==> config.mk <==
export PLATFORM = sky130hd
export DESIGN_NAME = fc_top
export DESIGN_NICKNAME = d
export VERILOG_FILES = /design/src/core/fc_pkg.sv /design/src/core/fc_top.sv
export VERILOG_INCLUDE_DIRS = /design/src /design/src/core
export SDC_FILE = /design/constraint.sdc
export NUM_CORES = 1
export LEC_CHECK = 0
export CAP_MARGIN = 40
export CORE_MARGIN = 8
export CORE_UTILIZATION = 45
export DETAILED_ROUTE_END_ITERATION = 16
export DONT_BUFFER_PORTS = 1
export PLACE_DENSITY = 0.57
export SLEW_MARGIN = 40
export SYNTH_ARGS = -nofsm -noshare
export SYNTH_HDL_FRONTEND = slang
export SYNTH_SLANG_ARGS = --single-unit
export TNS_END_PERCENT = 30
==> constraint.sdc <==
create_clock -name MCLK_IN -period 3.4 [get_ports MCLK_IN]
set_input_delay 0.34 -clock MCLK_IN [delete_from_list [all_inputs] [get_ports MCLK_IN]]
set_output_delay 0.34 -clock MCLK_IN [all_outputs]
set_load 0.02 [all_outputs]
==> src/core/fc_defines.svh <==
// Purpose: constants of the flash command sequencer
// Assumes: 50 MHz clock, AXI4-Lite byte addresses
// Notes:   timing counts derive from times in ns, poll limit from ms
`ifndef FC_DEFINES_SVH
`define FC_DEFINES_SVH

// ----------------------------------------
// register offsets
// ----------------------------------------
`define FC_REG_CMD     32'h0000_0000
`define FC_REG_ADDR    32'h0000_0004
`define FC_REG_WDATA   32'h0000_0008
`define FC_REG_STATUS  32'h0000_000c
`define FC_REG_RDATA   32'h0000_0010

// ----------------------------------------
// status bit positions
// ----------------------------------------
`define FC_ST_BUSY     0
`define FC_ST_DONE     1
`define FC_ST_ERR_TO   2
`define FC_ST_ERR_CHK  3
`define FC_ST_ERR_OP   4
`define FC_ST_LOCKED   5

// ----------------------------------------
// command addresses and data
// ----------------------------------------
`define FC_ADDR_U1     17'h05555
`define FC_ADDR_U2     17'h02aaa
`define FC_ADDR_LOCKQ  17'h00002
`define FC_ADDR_ANY    17'h00000
`define FC_DAT_U1      8'haa
`define FC_DAT_U2      8'h55
`define FC_CMD_PROG    8'ha0
`define FC_CMD_SETUP   8'h80
`define FC_CMD_ERASE   8'h10
`define FC_CMD_LOCK    8'h40
`define FC_CMD_ID      8'h90
`define FC_CMD_EXIT    8'hf0
`define FC_OP_LAST     3'h6

// ----------------------------------------
// timing
// ----------------------------------------
`define FC_CLK_NS      20
`define FC_T_WP_NS     40
`define FC_T_ACC_NS    55
`define FC_WP_CYC      ((`FC_T_WP_NS + `FC_CLK_NS - 1) / `FC_CLK_NS)
`define FC_ACC_CYC     ((`FC_T_ACC_NS + `FC_CLK_NS - 1) / `FC_CLK_NS)
`define FC_T_EC_MS     10000
`define FC_POLL_LIMIT  (`FC_T_EC_MS * (1000000 / `FC_CLK_NS))

`endif

==> src/core/fc_pkg.sv <==
// Purpose: types of the flash command sequencer
// Assumes: 17 address lines, 8 data lines
// Notes:   op order matches the command register codes
package fc_pkg;

  typedef enum logic [2:0] {
    OP_READ, OP_PROG, OP_ERASE, OP_LOCK, OP_ID_IN, OP_ID_OUT, OP_LOCK_Q, OP_NONE
  } fc_op_t;

  typedef enum logic [2:0] {K_END, K_WR, K_RD, K_CHK, K_QRY, K_POLL} fc_kind_t;

  typedef enum logic [2:0] {S_IDLE, S_FETCH, S_WSET, S_WPUL, S_WHLD, S_READ, S_GAP} fc_state_t;

  typedef struct packed {
    fc_kind_t    kind;
    logic [16:0] addr;
    logic [7:0]  data;
  } fc_step_t;

  // flash side pins, two signals for the data lines
  typedef struct packed {
    logic [16:0] address_lines;
    logic        ce_n;
    logic        oe_n;
    logic        we_n;
    logic [7:0]  data_lines;
    logic        data_lines_oe;
  } fc_pins_t;

endpackage

==> src/core/fc_top.sv <==
// Purpose: host sequencer driving a parallel flash through its pins
// Assumes: flash data inputs synchronous to MCLK_IN; AXI4-Lite slave
// Notes:   one command at a time; completion found by polling
//
// Notes on behaviour
// RULE1: read with chip and output enable low
// RULE2: flash floats data when either enable high
// RULE3: erased bits read back as one
// RULE4: refuse program needing a zero-to-one change
// RULE5: chip erase only by six-write code
// RULE6: flash times erase; bounded by max erase time
// RULE7: locked boot sector survives chip erase
// RULE8: programming only clears bits, byte-wise
// RULE9: byte program by four writes, self-timed
// RULE10: address taken at later falling enable
// RULE11: data taken at earlier rising enable
// RULE12: program ends within byte program time
// RULE13: boot block spans 00000 to 01fff
// RULE14: locked boot block refuses erase, program
// RULE15: lockout is optional and permanent
// RULE16: lockout enabled by six command writes
// RULE17: id mode address 2 bit 0 lock state
// RULE18: exit id mode after lock check
// RULE19: command address/data pairs as listed
// RULE20: id entry three writes, exit f0
// RULE21: polled byte shows inverted bit 7
// RULE22: bit 6 toggles while busy
// RULE23: broken sequence returns flash to read
`include "fc_defines.svh"

module fc_top #(
  parameter int unsigned POLL_LIMIT = `FC_POLL_LIMIT
) (
  input  wire logic            MCLK_IN,
  input  wire logic            NRST_IN,
  input  wire logic [31:0]     S_AXI_AWADDR_IN,
  input  wire logic            S_AXI_AWVALID_IN,
  output logic                 S_AXI_AWREADY_OUT,
  input  wire logic [31:0]     S_AXI_WDATA_IN,
  input  wire logic [3:0]      S_AXI_WSTRB_IN,
  input  wire logic            S_AXI_WVALID_IN,
  output logic                 S_AXI_WREADY_OUT,
  output logic [1:0]           S_AXI_BRESP_OUT,
  output logic                 S_AXI_BVALID_OUT,
  input  wire logic            S_AXI_BREADY_IN,
  input  wire logic [31:0]     S_AXI_ARADDR_IN,
  input  wire logic            S_AXI_ARVALID_IN,
  output logic                 S_AXI_ARREADY_OUT,
  output logic [31:0]          S_AXI_RDATA_OUT,
  output logic [1:0]           S_AXI_RRESP_OUT,
  output logic                 S_AXI_RVALID_OUT,
  input  wire logic            S_AXI_RREADY_IN,
  output fc_pkg::fc_pins_t     FL_PINS_OUT,
  input  wire logic [7:0]      FL_DQ_IN
);
  import fc_pkg::*;

  // ----------------------------------------
  // functions
  // ----------------------------------------
  function automatic logic [31:0] merge(input logic [31:0] old, input logic [31:0] nw,
                                        input logic [3:0] strb);
    logic [31:0] r;
    r = old;
    for (int b = 0; b < 4; b++) begin
      if (strb[b]) begin
        r[b*8 +: 8] = nw[b*8 +: 8];
      end
    end
    return r;
  endfunction

  function automatic fc_step_t wr(input logic [16:0] a, input logic [7:0] d);
    return '{kind: K_WR, addr: a, data: d};
  endfunction

  // step idx of command op; K_END closes every sequence
  function automatic fc_step_t get_step(input fc_op_t op, input logic [2:0] idx,
                                        input logic [16:0] ta, input logic [7:0] td);
    fc_step_t s;
    logic [2:0] j;
    s = '{kind: K_END, addr: '0, data: '0};
    j = (op == OP_PROG) ? idx - 3'h1 : idx;
    // common unlock pair [RULE19] [RULE20]
    if (op != OP_READ && op != OP_ID_OUT && j == 3'h0 && !(op == OP_PROG && idx == 3'h0)) begin
      s = wr(`FC_ADDR_U1, `FC_DAT_U1);
    end else if (op != OP_READ && op != OP_ID_OUT && j == 3'h1) begin
      s = wr(`FC_ADDR_U2, `FC_DAT_U2);
    end else begin
      unique case (op)
        OP_READ:   if (idx == 3'h0) s = '{kind: K_RD, addr: ta, data: '0};  // [RULE1]
        OP_PROG: begin
          unique case (idx)
            3'h0: s = '{kind: K_CHK, addr: ta, data: td};                  // [RULE4] [RULE8]
            3'h3: s = wr(`FC_ADDR_U1, `FC_CMD_PROG);                       // [RULE9]
            3'h4: s = wr(ta, td);                                          // [RULE9]
            3'h5: s = '{kind: K_POLL, addr: ta, data: td};                 // [RULE12]
            default: s = '{kind: K_END, addr: '0, data: '0};
          endcase
        end
        OP_ERASE, OP_LOCK: begin
          unique case (idx)
            3'h2: s = wr(`FC_ADDR_U1, `FC_CMD_SETUP);
            3'h3: s = wr(`FC_ADDR_U1, `FC_DAT_U1);
            3'h4: s = wr(`FC_ADDR_U2, `FC_DAT_U2);
            // six-write erase or lockout code [RULE5] [RULE16] [RULE15]
            3'h5: s = wr(`FC_ADDR_U1, (op == OP_ERASE) ? `FC_CMD_ERASE : `FC_CMD_LOCK);
            3'h6: s = '{kind: K_POLL, addr: `FC_ADDR_ANY, data: '0};       // [RULE6]
            default: s = '{kind: K_END, addr: '0, data: '0};
          endcase
        end
        OP_ID_IN:  if (idx == 3'h2) s = wr(`FC_ADDR_U1, `FC_CMD_ID);       // [RULE20]
        OP_ID_OUT: if (idx == 3'h0) s = wr(`FC_ADDR_ANY, `FC_CMD_EXIT);    // [RULE20]
        OP_LOCK_Q: begin
          unique case (idx)
            3'h2: s = wr(`FC_ADDR_U1, `FC_CMD_ID);
            3'h3: s = '{kind: K_QRY, addr: `FC_ADDR_LOCKQ, data: '0};      // [RULE17]
            3'h4: s = wr(`FC_ADDR_ANY, `FC_CMD_EXIT);                      // [RULE18]
            default: s = '{kind: K_END, addr: '0, data: '0};
          endcase
        end
        default: s = '{kind: K_END, addr: '0, data: '0};
      endcase
    end
    return s;
  endfunction

  // ----------------------------------------
  // signals
  // ----------------------------------------
  fc_state_t   state;
  fc_op_t      op;
  fc_step_t    stp;
  logic [2:0]  idx;
  logic [2:0]  cnt;
  logic [31:0] poll_cnt;
  logic        have_prev;
  logic        prev6;
  logic [16:0] tgt_addr;
  logic [7:0]  tgt_data;
  logic [7:0]  rd_byte;
  logic        busy;
  logic        done;
  logic        err_to;
  logic        err_chk;
  logic        err_op;
  logic        locked;
  logic        start;
  logic        bad_op;
  logic        ev_done;
  logic        ev_to;
  logic        ev_chk;
  logic        aw_held;
  logic        w_held;
  logic [31:0] aw_a;
  logic [31:0] w_d;
  logic [3:0]  w_s;
  logic        do_write;
  logic [31:0] status_word;
  logic [31:0] rd_word;
  logic        rd_ok;

  assign busy = (state != S_IDLE);
  assign stp  = get_step(op, idx, tgt_addr, tgt_data);

  // ----------------------------------------
  // axi write channel
  // ----------------------------------------
  assign S_AXI_AWREADY_OUT = !aw_held;
  assign S_AXI_WREADY_OUT  = !w_held;
  assign do_write          = aw_held && w_held && !S_AXI_BVALID_OUT;
  assign start  = do_write && aw_a == `FC_REG_CMD && !busy && w_s[0] && w_d[2:0] <= `FC_OP_LAST;
  assign bad_op = do_write && aw_a == `FC_REG_CMD && !busy && w_s[0] && w_d[2:0] > `FC_OP_LAST;

  always_ff @(posedge MCLK_IN or negedge NRST_IN) begin
    if (!NRST_IN) begin
      aw_held          <= 1'b0;
      w_held           <= 1'b0;
      aw_a             <= '0;
      w_d              <= '0;
      w_s              <= '0;
      S_AXI_BVALID_OUT <= 1'b0;
      S_AXI_BRESP_OUT  <= 2'h0;
    end else begin
      if (S_AXI_AWVALID_IN && !aw_held) begin
        aw_held <= 1'b1;
        aw_a    <= S_AXI_AWADDR_IN;
      end
      if (S_AXI_WVALID_IN && !w_held) begin
        w_held <= 1'b1;
        w_d    <= S_AXI_WDATA_IN;
        w_s    <= S_AXI_WSTRB_IN;
      end
      if (do_write) begin
        aw_held          <= 1'b0;
        w_held           <= 1'b0;
        S_AXI_BVALID_OUT <= 1'b1;
        S_AXI_BRESP_OUT  <= (aw_a == `FC_REG_CMD || aw_a == `FC_REG_ADDR ||
                             aw_a == `FC_REG_WDATA || aw_a == `FC_REG_STATUS ||
                             aw_a == `FC_REG_RDATA) ? 2'h0 : 2'h2;
      end else if (S_AXI_BREADY_IN) begin
        S_AXI_BVALID_OUT <= 1'b0;
      end
    end
  end

  // target registers, frozen while busy
  always_ff @(posedge MCLK_IN or negedge NRST_IN) begin
    if (!NRST_IN) begin
      tgt_addr <= '0;
      tgt_data <= '0;
    end else if (do_write && !busy) begin
      if (aw_a == `FC_REG_ADDR) begin
        tgt_addr <= 17'(merge({15'h0000, tgt_addr}, w_d, w_s));
      end
      if (aw_a == `FC_REG_WDATA) begin
        tgt_data <= 8'(merge({24'h000000, tgt_data}, w_d, w_s));
      end
    end
  end

  // ----------------------------------------
  // axi read channel
  // ----------------------------------------
  assign S_AXI_ARREADY_OUT = !S_AXI_RVALID_OUT;
  always_comb begin
    status_word                 = '0;
    status_word[`FC_ST_BUSY]    = busy;
    status_word[`FC_ST_DONE]    = done;
    status_word[`FC_ST_ERR_TO]  = err_to;
    status_word[`FC_ST_ERR_CHK] = err_chk;
    status_word[`FC_ST_ERR_OP]  = err_op;
    status_word[`FC_ST_LOCKED]  = locked;
    rd_ok   = 1'b1;
    rd_word = '0;
    unique case (S_AXI_ARADDR_IN)
      `FC_REG_CMD:    rd_word = {29'h0, op};
      `FC_REG_ADDR:   rd_word = {15'h0, tgt_addr};
      `FC_REG_WDATA:  rd_word = {24'h0, tgt_data};
      `FC_REG_STATUS: rd_word = status_word;
      `FC_REG_RDATA:  rd_word = {24'h0, rd_byte};
      default:        rd_ok   = 1'b0;
    endcase
  end

  always_ff @(posedge MCLK_IN or negedge NRST_IN) begin
    if (!NRST_IN) begin
      S_AXI_RVALID_OUT <= 1'b0;
      S_AXI_RDATA_OUT  <= '0;
      S_AXI_RRESP_OUT  <= 2'h0;
    end else if (S_AXI_ARVALID_IN && !S_AXI_RVALID_OUT) begin
      S_AXI_RVALID_OUT <= 1'b1;
      S_AXI_RDATA_OUT  <= rd_word;
      S_AXI_RRESP_OUT  <= rd_ok ? 2'h0 : 2'h2;
    end else if (S_AXI_RREADY_IN) begin
      S_AXI_RVALID_OUT <= 1'b0;
    end
  end

  // ----------------------------------------
  // status flags, cleared by a new command
  // ----------------------------------------
  always_ff @(posedge MCLK_IN or negedge NRST_IN) begin
    if (!NRST_IN) begin
      done    <= 1'b0;
      err_to  <= 1'b0;
      err_chk <= 1'b0;
      err_op  <= 1'b0;
    end else begin
      done    <= ev_done || (done && !start);
      err_to  <= ev_to || (err_to && !start);
      err_chk <= ev_chk || (err_chk && !start);
      err_op  <= bad_op || (err_op && !start);
    end
  end

  // ----------------------------------------
  // pin sequencer
  // ----------------------------------------
  assign ev_done = (state == S_FETCH) && (stp.kind == K_END);
  assign ev_chk  = (state == S_READ) && (cnt == 3'(`FC_ACC_CYC - 1)) && (stp.kind == K_CHK) &&
                   ((~FL_DQ_IN & stp.data) != 8'h00);
  assign ev_to   = (state == S_READ) && (cnt == 3'(`FC_ACC_CYC - 1)) &&
                   (stp.kind == K_POLL) && (poll_cnt >= POLL_LIMIT);

  always_ff @(posedge MCLK_IN or negedge NRST_IN) begin
    if (!NRST_IN) begin
      state       <= S_IDLE;
      op          <= OP_NONE;
      idx         <= '0;
      cnt         <= '0;
      poll_cnt    <= '0;
      have_prev   <= 1'b0;
      prev6       <= 1'b0;
      rd_byte     <= '0;
      locked      <= 1'b0;
      FL_PINS_OUT <= '{address_lines: '0, ce_n: 1'b1, oe_n: 1'b1, we_n: 1'b1,
                       data_lines: '0, data_lines_oe: 1'b0};
    end else begin
      if (busy && stp.kind == K_POLL) begin
        poll_cnt <= poll_cnt + 32'h1;
      end
      unique case (state)
        S_IDLE: if (start) begin
          op        <= fc_op_t'(w_d[2:0]);
          idx       <= '0;
          poll_cnt  <= '0;
          have_prev <= 1'b0;
          state     <= S_FETCH;
        end
        S_FETCH: begin
          cnt <= '0;
          FL_PINS_OUT.address_lines <= stp.addr;
          unique case (stp.kind)
            K_END: state <= S_IDLE;
            K_WR: begin
              // flash sees only ce low yet; oe stays high [RULE2]
              FL_PINS_OUT.data_lines    <= stp.data;
              FL_PINS_OUT.data_lines_oe <= 1'b1;
              FL_PINS_OUT.ce_n          <= 1'b0;
              state                     <= S_WSET;
            end
            K_RD, K_CHK, K_QRY, K_POLL: begin
              FL_PINS_OUT.ce_n <= 1'b0;                                   // [RULE1]
              FL_PINS_OUT.oe_n <= 1'b0;
              state            <= S_READ;
            end
          endcase
        end
        S_WSET: begin
          FL_PINS_OUT.we_n <= 1'b0;                                        // [RULE10]
          state            <= S_WPUL;
        end
        S_WPUL: if (cnt == 3'(`FC_WP_CYC - 1)) begin
          FL_PINS_OUT.we_n <= 1'b1;                                        // [RULE11]
          state            <= S_WHLD;
        end else begin
          cnt <= cnt + 3'h1;
        end
        S_WHLD: begin
          FL_PINS_OUT.ce_n          <= 1'b1;
          FL_PINS_OUT.data_lines_oe <= 1'b0;
          idx                       <= idx + 3'h1;
          state                     <= S_GAP;
        end
        S_READ: if (cnt == 3'(`FC_ACC_CYC - 1)) begin
          FL_PINS_OUT.ce_n <= 1'b1;
          FL_PINS_OUT.oe_n <= 1'b1;
          rd_byte          <= FL_DQ_IN;
          state            <= S_GAP;
          unique case (stp.kind)
            K_RD:  idx <= idx + 3'h1;                                      // [RULE3]
            // refused before any write; flash stays in read [RULE4] [RULE23]
            K_CHK: begin
              if (ev_chk) begin
                state <= S_IDLE;
              end else begin
                idx <= idx + 3'h1;
              end
            end
            K_QRY: begin
              locked <= FL_DQ_IN[0];                                       // [RULE17] [RULE13]
              idx    <= idx + 3'h1;
            end
            K_POLL: begin
              // done when bit 6 stops toggling [RULE22] [RULE12]
              if (ev_to) begin
                state <= S_IDLE;                                           // [RULE6]
              end else if (have_prev && prev6 == FL_DQ_IN[6]) begin
                idx <= idx + 3'h1;
              end
              have_prev <= 1'b1;
              prev6     <= FL_DQ_IN[6];
            end
            default: state <= S_IDLE;
          endcase
        end else begin
          cnt <= cnt + 3'h1;
        end
        S_GAP: state <= S_FETCH;
        default: state <= S_IDLE;
      endcase
    end
  end

endmodule

Word level (Yosys, flattened, before mapping)
Cells that the tools add are included.

Equal/unequal tests: 48. Magnitude comparators: 3. Reductions and logical operators: 86. Bitwise operators: 2. Muxes and demuxes: 57. Add/subtract/negate cells: 4.

Operators by type and width (count): $pmux W28 S6 (1); $pmux W28 S5 (1); $eq A32 B4 Y1 const B (4); $pmux W28 S4 (1); $mux W32 (3); $pmux W17 S5 (1); $pmux W28 S3 (1); $eq A32 B3 Y1 const B (2); $eq A32 B5 Y1 const B (2); $logic_not A32 Y1 (2); $mux W28 (2); $mux W26 (2); $pmux W3 S3 (5); $mux W3 (13); $eq A3 B3 Y1 const B (11); $add A32 B1 Y32 const B (1); $ge A32 B29 Y1 const B (1); $reduce_and A3 Y1 (10); $logic_and A1 B1 Y1 (28); $eq A3 B2 Y1 const B (9); $mux W27 (1); $pmux W3 S7 (1); $mux W1 (16); $reduce_bool A2 Y1 (8); 28 further kinds (74).

Flip-flop bits (word level): 205. Bits of input ports: 115. Word-level logic and storage cells: 233. Output and inout port bits: 70.

Logic depth before layout (Yosys ltp)
Gate-level depths: netlist (run 1).

Word-level depth: 13. Mapped depth: 14. Depth with buffers taken out: 11.

Worst setup path after synthesis (run 1)
No wires, ideal clock.

Path kind: reg-to-reg. Start: register idx[0]. End: register idx[1]. Path slack: 0.302 ns. Stages on the path, launching flop included: 12. Buffers on the path: 1. Arrival: 2.969 ns. Required time: 3.271 ns. Period minus slack after synthesis: 3.098 ns. Cell sequence: dfrtp_1 > inv_1 > ha_1 > buf_2 > and4b_1 > o31a_1 > nor4b_4 > a2111oi_0 > o41a_1 > a2111oi_0 > o221a_2 > o22ai_1.

Word-level cells in the longest chain between the ends: 11. Elaborated cells on any way between the ends: 47. Classes of those cells: 2 x add/sub; 14 x eq/ne; 16 x mux; 1 x bitwise; 14 x reduce/logical.

Ends and longest elaborated chain: start: declaration (line fc_top.sv:134) `logic [2:0] idx;`; start signal: assignment (line fc_top.sv:343) `idx <= idx + 3'h1;`; start signal: assignment (line fc_top.sv:352) `K_RD: idx <= idx + 3'h1;`; start signal: assignment (line fc_top.sv:358) `idx <= idx + 3'h1;`; $sub A3 B1 Y3 (line fc_top.sv:83) `j = (op == OP_PROG) ? idx - 3'h1 : idx;`; $mux W3 (line fc_top.sv:83); $eq A3 B1 Y1 / $logic_not A3 Y1 (equally long branches) (line fc_top.sv:87, fc_top.sv:85); $logic_and A1 B1 Y1 (on tied branches) (line fc_top.sv:87, fc_top.sv:85); $mux W28 / $logic_and A1 B1 Y1 (equally long branches) (line fc_top.sv:87, fc_top.sv:85); $mux W28 (line fc_top.sv:85) `if (op != OP_READ && op != OP_ID_OUT && j == 3'h0 && !(op == OP_PROG && idx == 3'h0)) begin`; $eq A3 B3 Y1 (tied with other cells) (line fc_top.sv:351) `unique case (stp.kind)`; $reduce_or A2 Y1 (no source line) (tied with other cells); $pmux W3 S3 (tied with other cells) (line fc_top.sv:351); $mux W3 / $ne A3 B3 Y1 (equally long branches); $pmux W3 S3 / $reduce_and A7 Y1 (equally long branches).

Several ways; a longest one is shown, not always the timed one. The select of a mux whose other input is x is not followed. A chain may end at the register's enable or synchronous reset.

Final worst setup path (run 1)
Start: register idx[0]. End: register state[2].

Word-level cells in the longest chain between the ends: 13. Elaborated cells on any way between the ends: 44. Classes of those cells: 1 x add/sub; 11 x eq/ne; 16 x mux; 1 x bitwise; 15 x reduce/logical.

Ends and longest elaborated chain: $sub A3 B1 Y3 (line fc_top.sv:83); $mux W3 (line fc_top.sv:83); $eq A3 B1 Y1 / $logic_not A3 Y1 (equally long branches) (line fc_top.sv:87, fc_top.sv:85); $logic_and A1 B1 Y1 (on tied branches) (line fc_top.sv:87, fc_top.sv:85); $mux W28 / $logic_and A1 B1 Y1 (equally long branches) (line fc_top.sv:87, fc_top.sv:85); $mux W28 * (line fc_top.sv:85); $and A8 B8 Y8 (tied with other cells) (line fc_top.sv:282) `((~FL_DQ_IN & stp.data) != 8'h00);`; $reduce_bool A8 Y1 (tied with other cells) (line fc_top.sv:282); $logic_and A1 B1 Y1 (on tied branches) (line fc_top.sv:281, fc_top.sv:283); $mux W3 (on tied branches) (line fc_top.sv:355, fc_top.sv:367); $pmux W3 S3 (line fc_top.sv:351); $mux W3 (line fc_top.sv:346) `` S_READ: if (cnt == 3'(`FC_ACC_CYC - 1)) begin ``; $pmux W3 S7 * (line fc_top.sv:303) `unique case (state)`; end signal: assignment (line fc_top.sv:309) `state <= S_FETCH;`; end signal: assignment (line fc_top.sv:350) `state <= S_GAP;`; end signal: assignment (line fc_top.sv:356) `state <= S_IDLE;`; end: declaration (line fc_top.sv:131) `fc_state_t state;`.

Every way passes the cells marked *; elsewhere a longest branch is shown, timed or not. The select of a mux whose other input is x is not followed.

==> results of run 1 <==
kinds of logic after synthesis:
| family | count (synthesis) | share of synthesized area |
|---|---|---|
| simple gates | 239 | 0.1384 |
| flops | 188 | 0.5182 |
| compound gates | 185 | 0.1376 |
| mux | 96 | 0.1186 |
| buf+inv | 79 | 0.04238 |
| xor+xnor | 29 | 0.02793 |
| fa+ha+maj | 12 | 0.01651 |
| other cells | 1 | 0.0004124 |
worst paths after layout:
check,end,slack [ns],depth (start not counted)
setup / recovery,state[2]$_DFFE_PN0P_,0.05,13
hold reg to reg,w_d[15]$_DFFE_PN0P_,0.50,1
setup reg to reg,state[2]$_DFFE_PN0P_,0.05,13
min in group MCLK_IN,w_held$_DFFE_PN0P_,0.03,1
max in group asynchronous,S_AXI_RDATA_OUT[0]$_DFFE_PN0P_,3.39,0
hold / removal,FL_PINS_OUT[8]$_DFFE_PN0P_,-0.40,0
placed cells by master, fill, tap and decap left out, drive strengths merged, types with 20 or more instances in the layout:
cell   count
inv       36
nand3     20
nor2      60
o21ai     34
nand2     60
xor2      20
dfrtp    182
mux2      94
a21oi     55
buf       45
state kept, by name, summed over array words and instances (netlist names), 3 cells and up, named ones only:
name             flops
aw_a                32
poll_cnt            32
FL_PINS_OUT         29
S_AXI_RDATA_OUT     17
tgt_addr            17
w_d                 17
rd_byte              8
tgt_data             8
cnt                  3
idx                  3
op                   3
state                3
w_s                  3
critical path: stages (launching register included):
cell and delay, ns:
dfrtp_1 0.39, inv_1 0.15, ha_2 0.30, and3_1 0.19, o211ai_1 0.57, buf_4 0.23
nand2_1 0.06, or3_1 0.34, nand4_1 0.10, buf_4 0.14, buf_4 0.11, a21oi_1 0.05
o21ba_2 0.23, or3_1 0.34
per-stage QoR:
stage,instances,total power [uW],hold slack [ns]
finish,1147,5369,-0.3991
global route,1146,5620,-0.4337
CTS,1134,5425,-0.4159
detailed placement,1100,3459,0.05100
global placement,1100,3400,0.05044
floorplan,845,3315,0.04441
timing repair:
item	4_1_cts	5_1_grt
endpoints found under the hold margin	190	189
gates resized for setup	0	11
buffers inserted	0	9
hold buffers	2	1
endpoints found under the setup margin	0	9
report_power, final:
group / switching [uW] / internal, uW / total (uW)
clock: 958 / 1000 / 1960
sequential: 240 / 2580 / 2820
combinational: 236 / 355 / 591
layer usage:
metal | up-vias | track usage | wire length (um)
met1 | 3302 | 0.2401 | 9956
met3 | 33 | 0.06661 | 1855
met5 | - | 0 | 54
li1 | 3027 | - | -
met2 | 215 | 0.3011 | 11230
met4 | 8 | 0.05478 | 483
Yosys cell counts, types with 2 or more instances:
| cell type | instances |
|---|---|
| nand3_1 | 20 |
| a21o_1 | 6 |
| buf_2 | 5 |
| o21a_1 | 14 |
| a222oi_1 | 7 |
| nor3b_1 | 3 |
| nand4_1 | 8 |
| a2111oi_0 | 4 |
| and3_1 | 9 |
| buf_6 | 2 |
| and4b_1 | 2 |
| a221oi_1 | 2 |
| ha_1 | 12 |
| a22o_1 | 14 |
| a211oi_1 | 6 |
| buf_1 | 6 |
| o22ai_1 | 2 |
| xnor2_1 | 9 |
| dfrtp_1 | 182 |
| o211ai_1 | 14 |
| o21ai_0 | 34 |
| o31ai_1 | 2 |
| a31oi_1 | 7 |
| or3_1 | 7 |
| nor4_1 | 17 |
| nor3_1 | 13 |
| nand3b_1 | 6 |
| mux2_2 | 94 |
| mux2i_1 | 2 |
| o221a_2 | 2 |
| nor3_2 | 5 |
| nor2_1 | 60 |
| and2_1 | 4 |
| dfstp_2 | 6 |
| clkbuf_1 | 19 |
| nor2b_1 | 6 |
| buf_4 | 18 |
| a21oi_1 | 55 |
| nand2_1 | 60 |
| inv_1 | 29 |
| xor2_1 | 20 |
| a22oi_1 | 2 |
| nor4b_1 | 2 |
| nand2b_1 | 7 |
final cells by class:
| cell class | instances | area share |
|---|---|---|
| clock inverters | 14 | 0.01442 |
| clock buffers | 18 | 0.04289 |
| repair buffers | 48 | 0.03568 |
| inverters | 29 | 0.01063 |
| well taps | 270 | 0.03300 |
| diodes | 2 | 0.0004888 |
| multi-input cells | 578 | 0.4022 |
| flip-flops and latches | 188 | 0.4607 |
==> results.txt, run 1 <==
Source of the critical timing path -> idx[0]$_DFFE_PN0P_
Clock net sink count -> 188
Number of global-route vias before repair -> 6465
Layout cell share with drive strength beyond 1 -> 0.2320
Data arrival at the endpoint of the critical path -> 3.65 ns
Die area -> 25010 um^2
Vias post-DR -> 6585
FP Rows -> 52
Largest cells by area after synthesis -> dfrtp_1, mux2_2, a21oi_1
Clock latency of the later-clocked register in the worst-skew pair -> 0.43 ns
Sequential cell area -> 4717 um^2
Max-cap violation count -> 0
Netlist area before placement -> 9094 um^2
Area share of the largest cell type after synthesis -> 0.5008
FILL cells -> 1861
Setup TNS -> 0 ns
Post-placement worst setup slack -> 0.02414 ns
Maximum clock frequency -> 298.7 MHz
Worst Setup Start Kind -> flop
Final setup violation count -> 0
Static Leak -> 0.004526 uW
Unrepaired setup endpoints after global routing -> true
Library cells used by synthesis -> 69
Highest net fanout along the worst path -> 8
I/O Pins -> 185
Required time reported for the critical path endpoint -> 3.70 ns
Slew headroom -> 0.5423
Max H-tree Level -> 4
Hpwl dp -> 17430 um
Ratio of routed vias to standard cells -> 5.741
Clk pin slew, worst setup/hold paths -> 0.08 ns
Most used flip-flop cell after synthesis -> dfrtp_1
Number of flops mapped to enable cells by yosys -> 0
Final routed wirelength across all metal layers -> 23580 um
Final critical delay including setup and external delays -> 3.347 ns
TritonCTS Buffers -> 17
Post-synth top area cell -> dfrtp_1
CP endpoint kind -> flop
Post-Syn Area per Cell -> 10.97 um^2
Number of warnings reported in the yosys synthesis log -> 0
Number of antenna violations at the first check in global routing -> 5
TritonCTS clock tree -> done
Result of the run -> complete, but fails checks
# DRC -> 0
Synth Register Bits -> 188
Worst hold slack -> -0.3991 ns
Die Wd -> 158.2 um
Chip height -> 158.2 um
Period utilisation layout -> 0.9845
Maximum number of pins on one net before global-route repair -> 189
First-pass GRT wire length -> 36780 um
RePlAce Congestion -> 0.8910
DP Area -> 9504 um^2
Starting density of the core -> 0.4538
Startpoint-to-endpoint class of the critical path -> flop to flop
Combined area of the multi-input logic cells -> 4118 um^2
Core footprint -> 20040 um^2
Violated checks -> negative hold slack
PD cells -> 524.4 nW/um^2
Gate count of the mapped netlist -> 829
Average wire per standard cell -> 20.56 um
Routed Antenna Nets -> 0
Final count of pins violating max slew -> 0
Worst vdd ir -> 0.0003848 V
Root buffer cell -> clkbuf_16
Sequential fraction of the synthesis area -> 0.5182
Post-route setup slack -> 0.05262 ns
Source of the worst register-to-register timing path -> idx[0]$_DFFE_PN0P_
Final number of hold-violating endpoints -> 188
Detailed Routing Iterations Pass 1 -> 5
Maximum count of clock buffers along a single path -> 2
Global routing usage summed across all routing layers -> 0.1896
Post-Layout Inst Area -> 10240 um^2
Hold Crit Class -> primary input to asynchronous set/reset pin
Post-route core utilization -> 0.5109
GRT Residual Overflow -> 0
Clock skew -> 0.01724 ns
Iteration-0 DRC Markers -> 437
Synth-to-Final Area Change -> 12.59%
FFs w/ async S/R, synth -> 1.000
Transition time at the pin with the least slew margin -> 0.6835 ns
Final Net Count -> 989
Number of buffers inserted by port buffering -> 0
(Power assumes the default switching activity.)
==> inputs of run 2 (changes only) <==
--- a/config.mk
+++ b/config.mk
@@ -6,9 +6,11 @@
 export SDC_FILE = /design/constraint.sdc
 export NUM_CORES = 1
 export LEC_CHECK = 0
+export ABC_AREA = 1
 export CAP_MARGIN = 40
 export CORE_MARGIN = 8
 export CORE_UTILIZATION = 45
+export CTS_CLUSTER_SIZE = 40
 export DETAILED_ROUTE_END_ITERATION = 16
 export DONT_BUFFER_PORTS = 1
 export PLACE_DENSITY = 0.57
==> results.txt, run 2 <==
Hpwl dp -> 18570 um (was 17430 um)
Internal reg-to-reg setup slack -> 0.58 ns (was 0.05 ns)
Layout cell share with drive strength beyond 1 -> 0.1085 (was 0.2320)
Post-placement worst setup slack -> 0.5726 ns (was 0.02414 ns)
Clk pin slew, worst setup/hold paths -> 0.09 ns (was 0.08 ns)
Starting density of the core -> 0.4565 (was 0.4538)
Post-synth top area cell -> dfrtp_1 (unchanged)
Setup TNS -> 0 ns (unchanged)
FP Rows -> 54 (was 52)
Most frequent standard cell in the layout excluding fill and tap cells -> nand2_1 (was dfrtp_1)
Clock group share of total power -> 0.382 (was 0.365)
Detailed Routing Iterations Pass 1 -> 5 (unchanged)
Number of antenna violations at the first check in global routing -> 2 (was 5)
TritonCTS Buffers -> 17 (unchanged)
GRT Residual Overflow -> 0 (unchanged)
Startpoint-to-endpoint class of the critical path -> flop to flop (unchanged)
Number of buffers and inverters on the critical path -> 2 (was 4)
Quantity of hold-fixing buffers added after cts -> 2 (unchanged)
First-pass GRT wire length -> 39770 um (was 36780 um)
Core footprint -> 21760 um^2 (was 20040 um^2)
Sequential cell area -> 4712 um^2 (was 4717 um^2)
Maximum number of pins on one net before global-route repair -> 189 (unchanged)
Library cells used by synthesis -> 55 (was 69)
Largest cells by area after synthesis -> dfrtp_1, nand2_1, inv_1 (was dfrtp_1, mux2_2, a21oi_1)
Antenna Diode Count -> 0 (was 2)
Worst Reg-to-Reg Cells -> 15 (was 13)
Clock latency of the later-clocked register in the worst-skew pair -> 0.45 ns (was 0.43 ns)
Maximum clock frequency -> 354.3 MHz (was 298.7 MHz)
Violated checks -> negative hold slack (unchanged)
Root buffer cell -> clkbuf_16 (unchanged)
Global routing usage summed across all routing layers -> 0.1851 (was 0.1896)
Final Net Count -> 1321 (was 989)
Worst vdd ir -> 0.0004413 V (was 0.0003848 V)
RePlAce Congestion -> 0.8891 (was 0.8910)
Cell with the largest stage delay on the worst path -> dfrtp_1 (was o211ai_1)
Transition time at the pin with the least slew margin -> 0.7015 ns (was 0.6835 ns)
Highest net fanout along the worst path -> 17 (was 8)
Unrepaired setup endpoints after global routing -> false (was true)
Comb pwr share -> 0.126 (was 0.110)
DP Area -> 10100 um^2 (was 9504 um^2)
Source of the worst register-to-register timing path -> idx[0]$_DFFE_PN0P_ (unchanged)
Ratio of routed vias to standard cells -> 5.219 (was 5.741)
Die area -> 27080 um^2 (was 25010 um^2)
# DRC -> 0 (unchanged)
Post-route core utilization -> 0.4948 (was 0.5109)
Post-route setup slack -> 0.5777 ns (was 0.05262 ns)
Gate count of the mapped netlist -> 1198 (was 829)
Vias post-DR -> 7761 (was 6585)
Most used flip-flop cell after synthesis -> dfrtp_1 (unchanged)
Biggest registers after layout -> aw_a (32), poll_cnt (32), FL_PINS_OUT (29) (unchanged)
TritonCTS clock tree -> done (unchanged)
R2R Path End -> poll_cnt[18]$_DFF_PN0_ (was state[2]$_DFFE_PN0P_)
Clock net sink count -> 188 (unchanged)
Switching share of total power -> 0.2959 (was 0.2671)
Die Wd -> 164.6 um (was 158.2 um)
PD cells -> 516.1 nW/um^2 (was 524.4 nW/um^2)
Max H-tree Level -> 4 (unchanged)
I/O Pins -> 185 (unchanged)
Iteration-0 DRC Markers -> 590 (was 437)
Number of gates given a new drive strength after cts -> 0 (unchanged)
Flop pwr share -> 0.492 (was 0.525)
Netlist area before placement -> 9931 um^2 (was 9094 um^2)
Data arrival at the endpoint of the critical path -> 3.12 ns (was 3.65 ns)
Final count of pins violating max slew -> 0 (unchanged)
Post-Syn Area per Cell -> 8.289 um^2 (was 10.97 um^2)
Leading post-synthesis cells by instance count -> nand2_1, dfrtp_1, inv_1 (was dfrtp_1, mux2_2, nand2_1, nor2_1, a21oi_1)
Delay of the slowest cell on the worst path -> 0.48 ns (was 0.57 ns)
Required time reported for the critical path endpoint -> 3.70 ns (about the same)
Family with the most delay on the worst path -> simple AND/OR/NAND/NOR gates (unchanged)
Synth-to-Final Area Change -> 8.403% (was 12.59%)
Cell Chain, Critical Path -> inv_1 > ha_1 > inv_1 > a21oi_1 > nand2_2 > nand2_4 > nand3_4 > nand3_2 > nand2_4 > nor2_4 > nand4_1 > nor2_1 > nand2_1 > xor2_1 > nor2_1 (was inv_1 > ha_2 > and3_1 > o211ai_1 > buf_4 > nand2_1 > or3_1 > nand4_1 > buf_4 > buf_4 > a21oi_1 > o21ba_2 > or3_1)
FILL cells -> 2138 (was 1861)
Worst Setup Start Kind -> flop (unchanged)
Internal power -> 3912 uW (was 3935 uW)
Result of the run -> complete, but fails checks (unchanged)
Number of warnings reported in the yosys synthesis log -> 0 (unchanged)
Chip height -> 164.6 um (was 158.2 um)
Final setup violation count -> 0 (unchanged)
Synth Register Bits -> 188 (unchanged)
Max-cap violation count -> 0 (unchanged)
Post-Layout Inst Area -> 10770 um^2 (was 10240 um^2)
Final routed wirelength across all metal layers -> 24740 um (was 23580 um)
CP endpoint kind -> flop (unchanged)
Number of flops mapped to enable cells by yosys -> 0 (unchanged)
Final critical delay including setup and external delays -> 2.822 ns (was 3.347 ns)
Number of buffers inserted by port buffering -> 0 (unchanged)
Commonest cells after routing, fill and taps aside -> nand2_1, dfrtp_1, inv_1 (was dfrtp_1, mux2_2, nand2_1, nor2_1, a21oi_1)
Sequential fraction of the synthesis area -> 0.4745 (was 0.5182)
Psw -> 1644 uW (was 1434 uW)
Slew headroom -> 0.5318 (was 0.5423)
Clock skew -> 0.02064 ns (was 0.01724 ns)
Hold Crit Class -> primary input to asynchronous set/reset pin (unchanged)
FFs w/ async S/R, synth -> 1.000 (unchanged)
Area share of the largest cell type after synthesis -> 0.4586 (was 0.5008)
Period utilisation layout -> 0.8301 (was 0.9845)
Final number of hold-violating endpoints -> 188 (unchanged)
Maximum count of clock buffers along a single path -> 2 (unchanged)
Average wire per standard cell -> 16.64 um (was 20.56 um)
Combined area of the multi-input logic cells -> 4389 um^2 (was 4118 um^2)
Worst hold slack -> -0.4219 ns (was -0.3991 ns)
Number of global-route vias before repair -> 7556 (was 6465)
Post-CTS setup buffer count -> 0 (unchanged)
Routed Antenna Nets -> 0 (unchanged)
Static Leak -> 0.004993 uW (was 0.004526 uW)
Most numerous cell in the Yosys netlist -> nand2_1 (was dfrtp_1)
-- run 2: cell types whose count changed after synthesis, sizes merged, moves of 9 or more --
cell   delta
nand2   +208
nor2     +86
o21ai    +65
inv     +124
nor3     +19
a21oi     -9
mux2     -62
nand4     +9
nand3    +36
o21a     -11
-- run 2: layer usage --
metal / routed length, um / vias up / global-route usage
li1: - / 3885 / -
met1: 11170 / 3612 / 0.2441
met2: 11130 / 232 / 0.2910
met3: 2100 / 28 / 0.05409
met4: 315 / 4 / 0.05364
met5: 20 / - / 0
-- run 2: worst max path at each step --
stage | depth (start not counted) | to | start
6_report | 15 | poll_cnt[18]$_DFF_PN0_ | idx[0]$_DFFE_PN0P_
5_1_grt | 10 | err_chk$_DFF_PN0_ | S_AXI_BVALID_OUT$_DFFE_PN0P_
4_1_cts | 15 | poll_cnt[18]$_DFF_PN0_ | idx[0]$_DFFE_PN0P_
3_5_place_dp | 15 | poll_cnt[18]$_DFF_PN0_ | idx[0]$_DFFE_PN0P_
3_3_place_gp | 15 | poll_cnt[18]$_DFF_PN0_ | idx[0]$_DFFE_PN0P_
2_1_floorplan | 16 | idx[0]$_DFFE_PN0P_ | idx[0]$_DFFE_PN0P_
-- run 2: area by class of cell --
type / instances / share of cell area
flip-flops and latches: 188 / 0.4377
multi-input cells: 823 / 0.4077
inverters: 154 / 0.05486
clock buffers: 17 / 0.03952
well taps: 280 / 0.03254
clock inverters: 15 / 0.02022
repair buffers: 10 / 0.007438
-- run 2: kinds of logic after synthesis --
group	after synthesis	share of synthesized area
AO/OA/AOI/OAI	201	0.1173
AND/OR/NAND/NOR	543	0.2510
buffers and inverters	203	0.08958
adder cells (fa/ha/maj)	12	0.01512
multiplexers	32	0.03629
XOR/XNOR	18	0.01587
other	1	0.0003776
flip-flops	188	0.4745
-- run 2: worst register-to-register path: cells and delay by family, from the launching register on --
family | cells | cell delay (ns)
AND/OR/NAND/NOR | 10 | 1.45
flip-flops | 1 | 0.48
adder cells (fa/ha/maj) | 1 | 0.30
XOR/XNOR | 1 | 0.13
buffers and inverters | 2 | 0.19
AO/OA/AOI/OAI | 1 | 0.14
-- run 2: power by group through the flow --
stage | combinational (uW) | sequential, uW | clock, uW
5_1_grt | 794 | 2780 | 2250
3_5_place_dp | 699 | 2780 | 0
4_1_cts | 703 | 2740 | 2180
3_3_place_gp | 679 | 2770 | 0
6_report | 697 | 2730 | 2120
2_1_floorplan | 598 | 2740 | 0
-- run 2: metrics by stage --
stage	total power, uW	instances	hold WS [ns]
final	5556	1487	-0.4219
after global routing	5826	1487	-0.4499
after CTS	5618	1487	-0.4422
after detailed placement	3483	1453	0.05504
after global placement	3449	1453	0.05372
after floorplan	3335	1214	0.04441
==> inputs of run 3 (changes only) <==
--- a/config.mk
+++ b/config.mk
@@ -13,7 +13,7 @@
 export CTS_CLUSTER_SIZE = 40
 export DETAILED_ROUTE_END_ITERATION = 16
 export DONT_BUFFER_PORTS = 1
-export PLACE_DENSITY = 0.57
+export PLACE_DENSITY = 0.59
 export SLEW_MARGIN = 40
 export SYNTH_ARGS = -nofsm -noshare
 export SYNTH_HDL_FRONTEND = slang
==> constraint.sdc (replaced) <==
create_clock -name MCLK_IN -period 2.3 [get_ports MCLK_IN]
set_input_delay 0.23 -clock MCLK_IN [delete_from_list [all_inputs] [get_ports MCLK_IN]]
set_output_delay 0.23 -clock MCLK_IN [all_outputs]
set_load 0.02 [all_outputs]
==> results.txt, run 3 (same netlist as run 2, synthesis figures left out) <==
Commonest cells after routing, fill and taps aside -> nand2_1, dfrtp_1, inv_1 (unchanged)
Clock net sink count -> 188 (unchanged)
Hold Crit Class -> primary input to asynchronous set/reset pin (unchanged)
Maximum count of clock buffers along a single path -> 2 (unchanged)
Setup TNS -> -0.2650 ns (was 0 ns)
FP Rows -> 54 (unchanged)
Clock skew -> 0.01697 ns (was 0.02064 ns)
Routed Antenna Nets -> 0 (unchanged)
TritonCTS clock tree -> done (unchanged)
Final number of hold-violating endpoints -> 188 (unchanged)
Clk pin slew, worst setup/hold paths -> 0.08 ns (was 0.09 ns)
Final critical delay including setup and external delays -> 2.355 ns (was 2.822 ns)
Final Net Count -> 1492 (was 1321)
Synth-to-Final Area Change -> 26.92% (was 8.403%)
Global routing usage summed across all routing layers -> 0.2045 (was 0.1851)
TritonCTS Buffers -> 17 (unchanged)
Root buffer cell -> clkbuf_16 (unchanged)
Iteration-0 DRC Markers -> 717 (was 590)
Post-route core utilization -> 0.5794 (was 0.4948)
Violated checks -> negative hold slack, negative setup slack (was negative hold slack)
Slew headroom -> 0.6508 (was 0.5318)
# DRC -> 0 (unchanged)
Sequential cell area -> 4712 um^2 (unchanged)
CP endpoint kind -> flop (unchanged)
Vias post-DR -> 8552 (was 7761)
Static Leak -> 0.005870 uW (was 0.004993 uW)
Final setup violation count -> 7 (was 0)
Post-Layout Inst Area -> 12600 um^2 (was 10770 um^2)
Worst Setup Start Kind -> flop (unchanged)
Worst vdd ir -> 0.0007196 V (was 0.0004413 V)
Unrepaired setup endpoints after global routing -> true (was false)
Chip height -> 164.6 um (unchanged)
Family with the most delay on the worst path -> simple AND/OR/NAND/NOR gates (unchanged)
Biggest registers after layout -> aw_a (32), poll_cnt (32), FL_PINS_OUT (29) (unchanged)
Number of global-route vias before repair -> 8458 (was 7556)
Most frequent standard cell in the layout excluding fill and tap cells -> nand2_1 (unchanged)
Number of antenna violations at the first check in global routing -> 1 (was 2)
Startpoint-to-endpoint class of the critical path -> flop to flop (unchanged)
Worst hold slack -> -0.5321 ns (was -0.4219 ns)
Ratio of routed vias to standard cells -> 5.155 (was 5.219)
Average wire per standard cell -> 16.49 um (was 16.64 um)
Die area -> 27080 um^2 (unchanged)
Delay of the slowest cell on the worst path -> 0.65 ns (was 0.48 ns)
PD cells -> 654.6 nW/um^2 (was 516.1 nW/um^2)
Detailed Routing Iterations Pass 1 -> 7 (was 5)
Transition time at the pin with the least slew margin -> 0.5191 ns (was 0.7015 ns)
Period utilisation layout -> 1.024 (was 0.8301)
First-pass GRT wire length -> 44100 um (was 39770 um)
Combined area of the multi-input logic cells -> 4676 um^2 (was 4389 um^2)
Die Wd -> 164.6 um (unchanged)
Highest net fanout along the worst path -> 6 (was 17)
Quantity of hold-fixing buffers added after cts -> 62 (was 2)
GRT Residual Overflow -> 0 (unchanged)
DP Area -> 10760 um^2 (was 10100 um^2)
Cell with the largest stage delay on the worst path -> dfstp_2 (was dfrtp_1)
Final routed wirelength across all metal layers -> 27350 um (was 24740 um)
RePlAce Congestion -> 0.9170 (was 0.8891)
Max-cap violation count -> 0 (unchanged)
Layout cell share with drive strength beyond 1 -> 0.2221 (was 0.1085)
I/O Pins -> 185 (unchanged)
Core footprint -> 21760 um^2 (unchanged)
FILL cells -> 1963 (was 2138)
Final count of pins violating max slew -> 0 (unchanged)
Required time reported for the critical path endpoint -> 2.68 ns (was 3.70 ns)
Number of buffers and inverters on the critical path -> 1 (was 2)
Cell Chain, Critical Path -> nand2_8 > nor2_8 > nand2_2 > nand2_4 > nand3_4 > buf_4 > nand2_1 > nand2_2 > nand2_1 > nand2_1 > nor2_2 > nand2_1 > nand2_2 > nand4_4 > nor2_4 > nand2_1 > nand2_1 (was inv_1 > ha_1 > inv_1 > a21oi_1 > nand2_2 > nand2_4 > nand3_4 > nand3_2 > nand2_4 > nor2_4 > nand4_1 > nor2_1 > nand2_1 > xor2_1 > nor2_1)
Data arrival at the endpoint of the critical path -> 2.74 ns (was 3.12 ns)
Result of the run -> complete, but fails checks (unchanged)
Clock latency of the later-clocked register in the worst-skew pair -> 0.45 ns (about the same)
Hpwl dp -> 19410 um (was 18570 um)
Maximum number of pins on one net before global-route repair -> 189 (unchanged)
Crit-path most repeated cell -> nand2_1
Number of buffers inserted by port buffering -> 0 (unchanged)
Max H-tree Level -> 4 (unchanged)
Starting density of the core -> 0.4565 (unchanged)
Maximum clock frequency -> 424.6 MHz (was 354.3 MHz)
Post-route setup slack -> -0.05491 ns (was 0.5777 ns)
## run 3: cell types whose count changed in the layout (fill, tap and decap cells not counted), moves of 7 or more
cell / change
o21ai_0: -8
buf_6: +8
inv_2: +8
inv_1: -9
nand2_4: +7
nor2_1: -7
o21ai_1: +7
buf_4: +94
dlygate4sd3_1: +60
nand2_2: +20
nand2_1: -27
## run 3: metrics by stage
| stage | setup WS (ns) | cells | total power (uW) |
|---|---|---|---|
| after floorplan | 0.07579 | 1214 | 4930 |
| after global placement | -0.1341 | 1536 | 5151 |
| after detailed placement | -0.1521 | 1536 | 5199 |
| after CTS | -0.09459 | 1648 | 8275 |
| after global routing | -0.2326 | 1659 | 8623 |
| final | -0.05491 | 1659 | 8251 |
## run 3: final timing paths
kind / slack (ns) / depth (start not counted) / startpoint / end
worst max-delay path: -0.05 / 17 / op[0]$_DFFE_PN1P_ / idx[1]$_DFFE_PN0P_
worst min-delay path: -0.53 / 0 / NRST_IN / S_AXI_RDATA_OUT[11]$_DFFE_PN0P_
worst max register to register: -0.05 / 17 / op[0]$_DFFE_PN1P_ / idx[1]$_DFFE_PN0P_
worst min register to register: 0.49 / 2 / tgt_data[2]$_DFFE_PN0P_ / tgt_data[2]$_DFFE_PN0P_
max in group asynchronous: 2.55 / 0 / NRST_IN / FL_PINS_OUT[11]$_DFFE_PN1P_
min in group MCLK_IN: 0.11 / 4 / S_AXI_ARVALID_IN / S_AXI_RDATA_OUT[7]$_DFFE_PN0P_
## run 3: final cells by class
| type | instances | area share |
|---|---|---|
| Multi-Input combinational cell | 823 | 0.3710 |
| Antenna cell | 1 | 0.0001985 |
| Sequential cell | 188 | 0.3738 |
| Clock inverter | 14 | 0.01360 |
| Inverter | 154 | 0.04715 |
| Timing Repair Buffer | 181 | 0.1324 |
| Clock buffer | 18 | 0.03405 |
| Tap cell | 280 | 0.02779 |
## run 3: routing by layer
| layer | GRT usage | vias to the layer above | part of all wire |
|---|---|---|---|
| li1 | - | 4222 | - |
| met1 | 0.2721 | 4042 | 0.44 |
| met2 | 0.3273 | 251 | 0.47 |
| met3 | 0.04811 | 37 | 0.073 |
| met4 | 0.05897 | 0 | 0.016 |
| met5 | 0 | - | 0 |
## run 3: repair_timing
action	CTS	global route
gates resized for setup	46	59
cloned	1	2
setup buffers	17	8
pin swaps	36	38
endpoints found under the hold margin	252	188
setup endpoints to repair	37	78
## run 3: power by group
part | internal, uW | leakage (uW) | switching [uW]
sequential | 3800 | 0.00242 | 239
combinational | 564 | 0.00317 | 654
clock | 1470 | 0.000287 | 1520
total | 5830 | 0.00587 | 2420
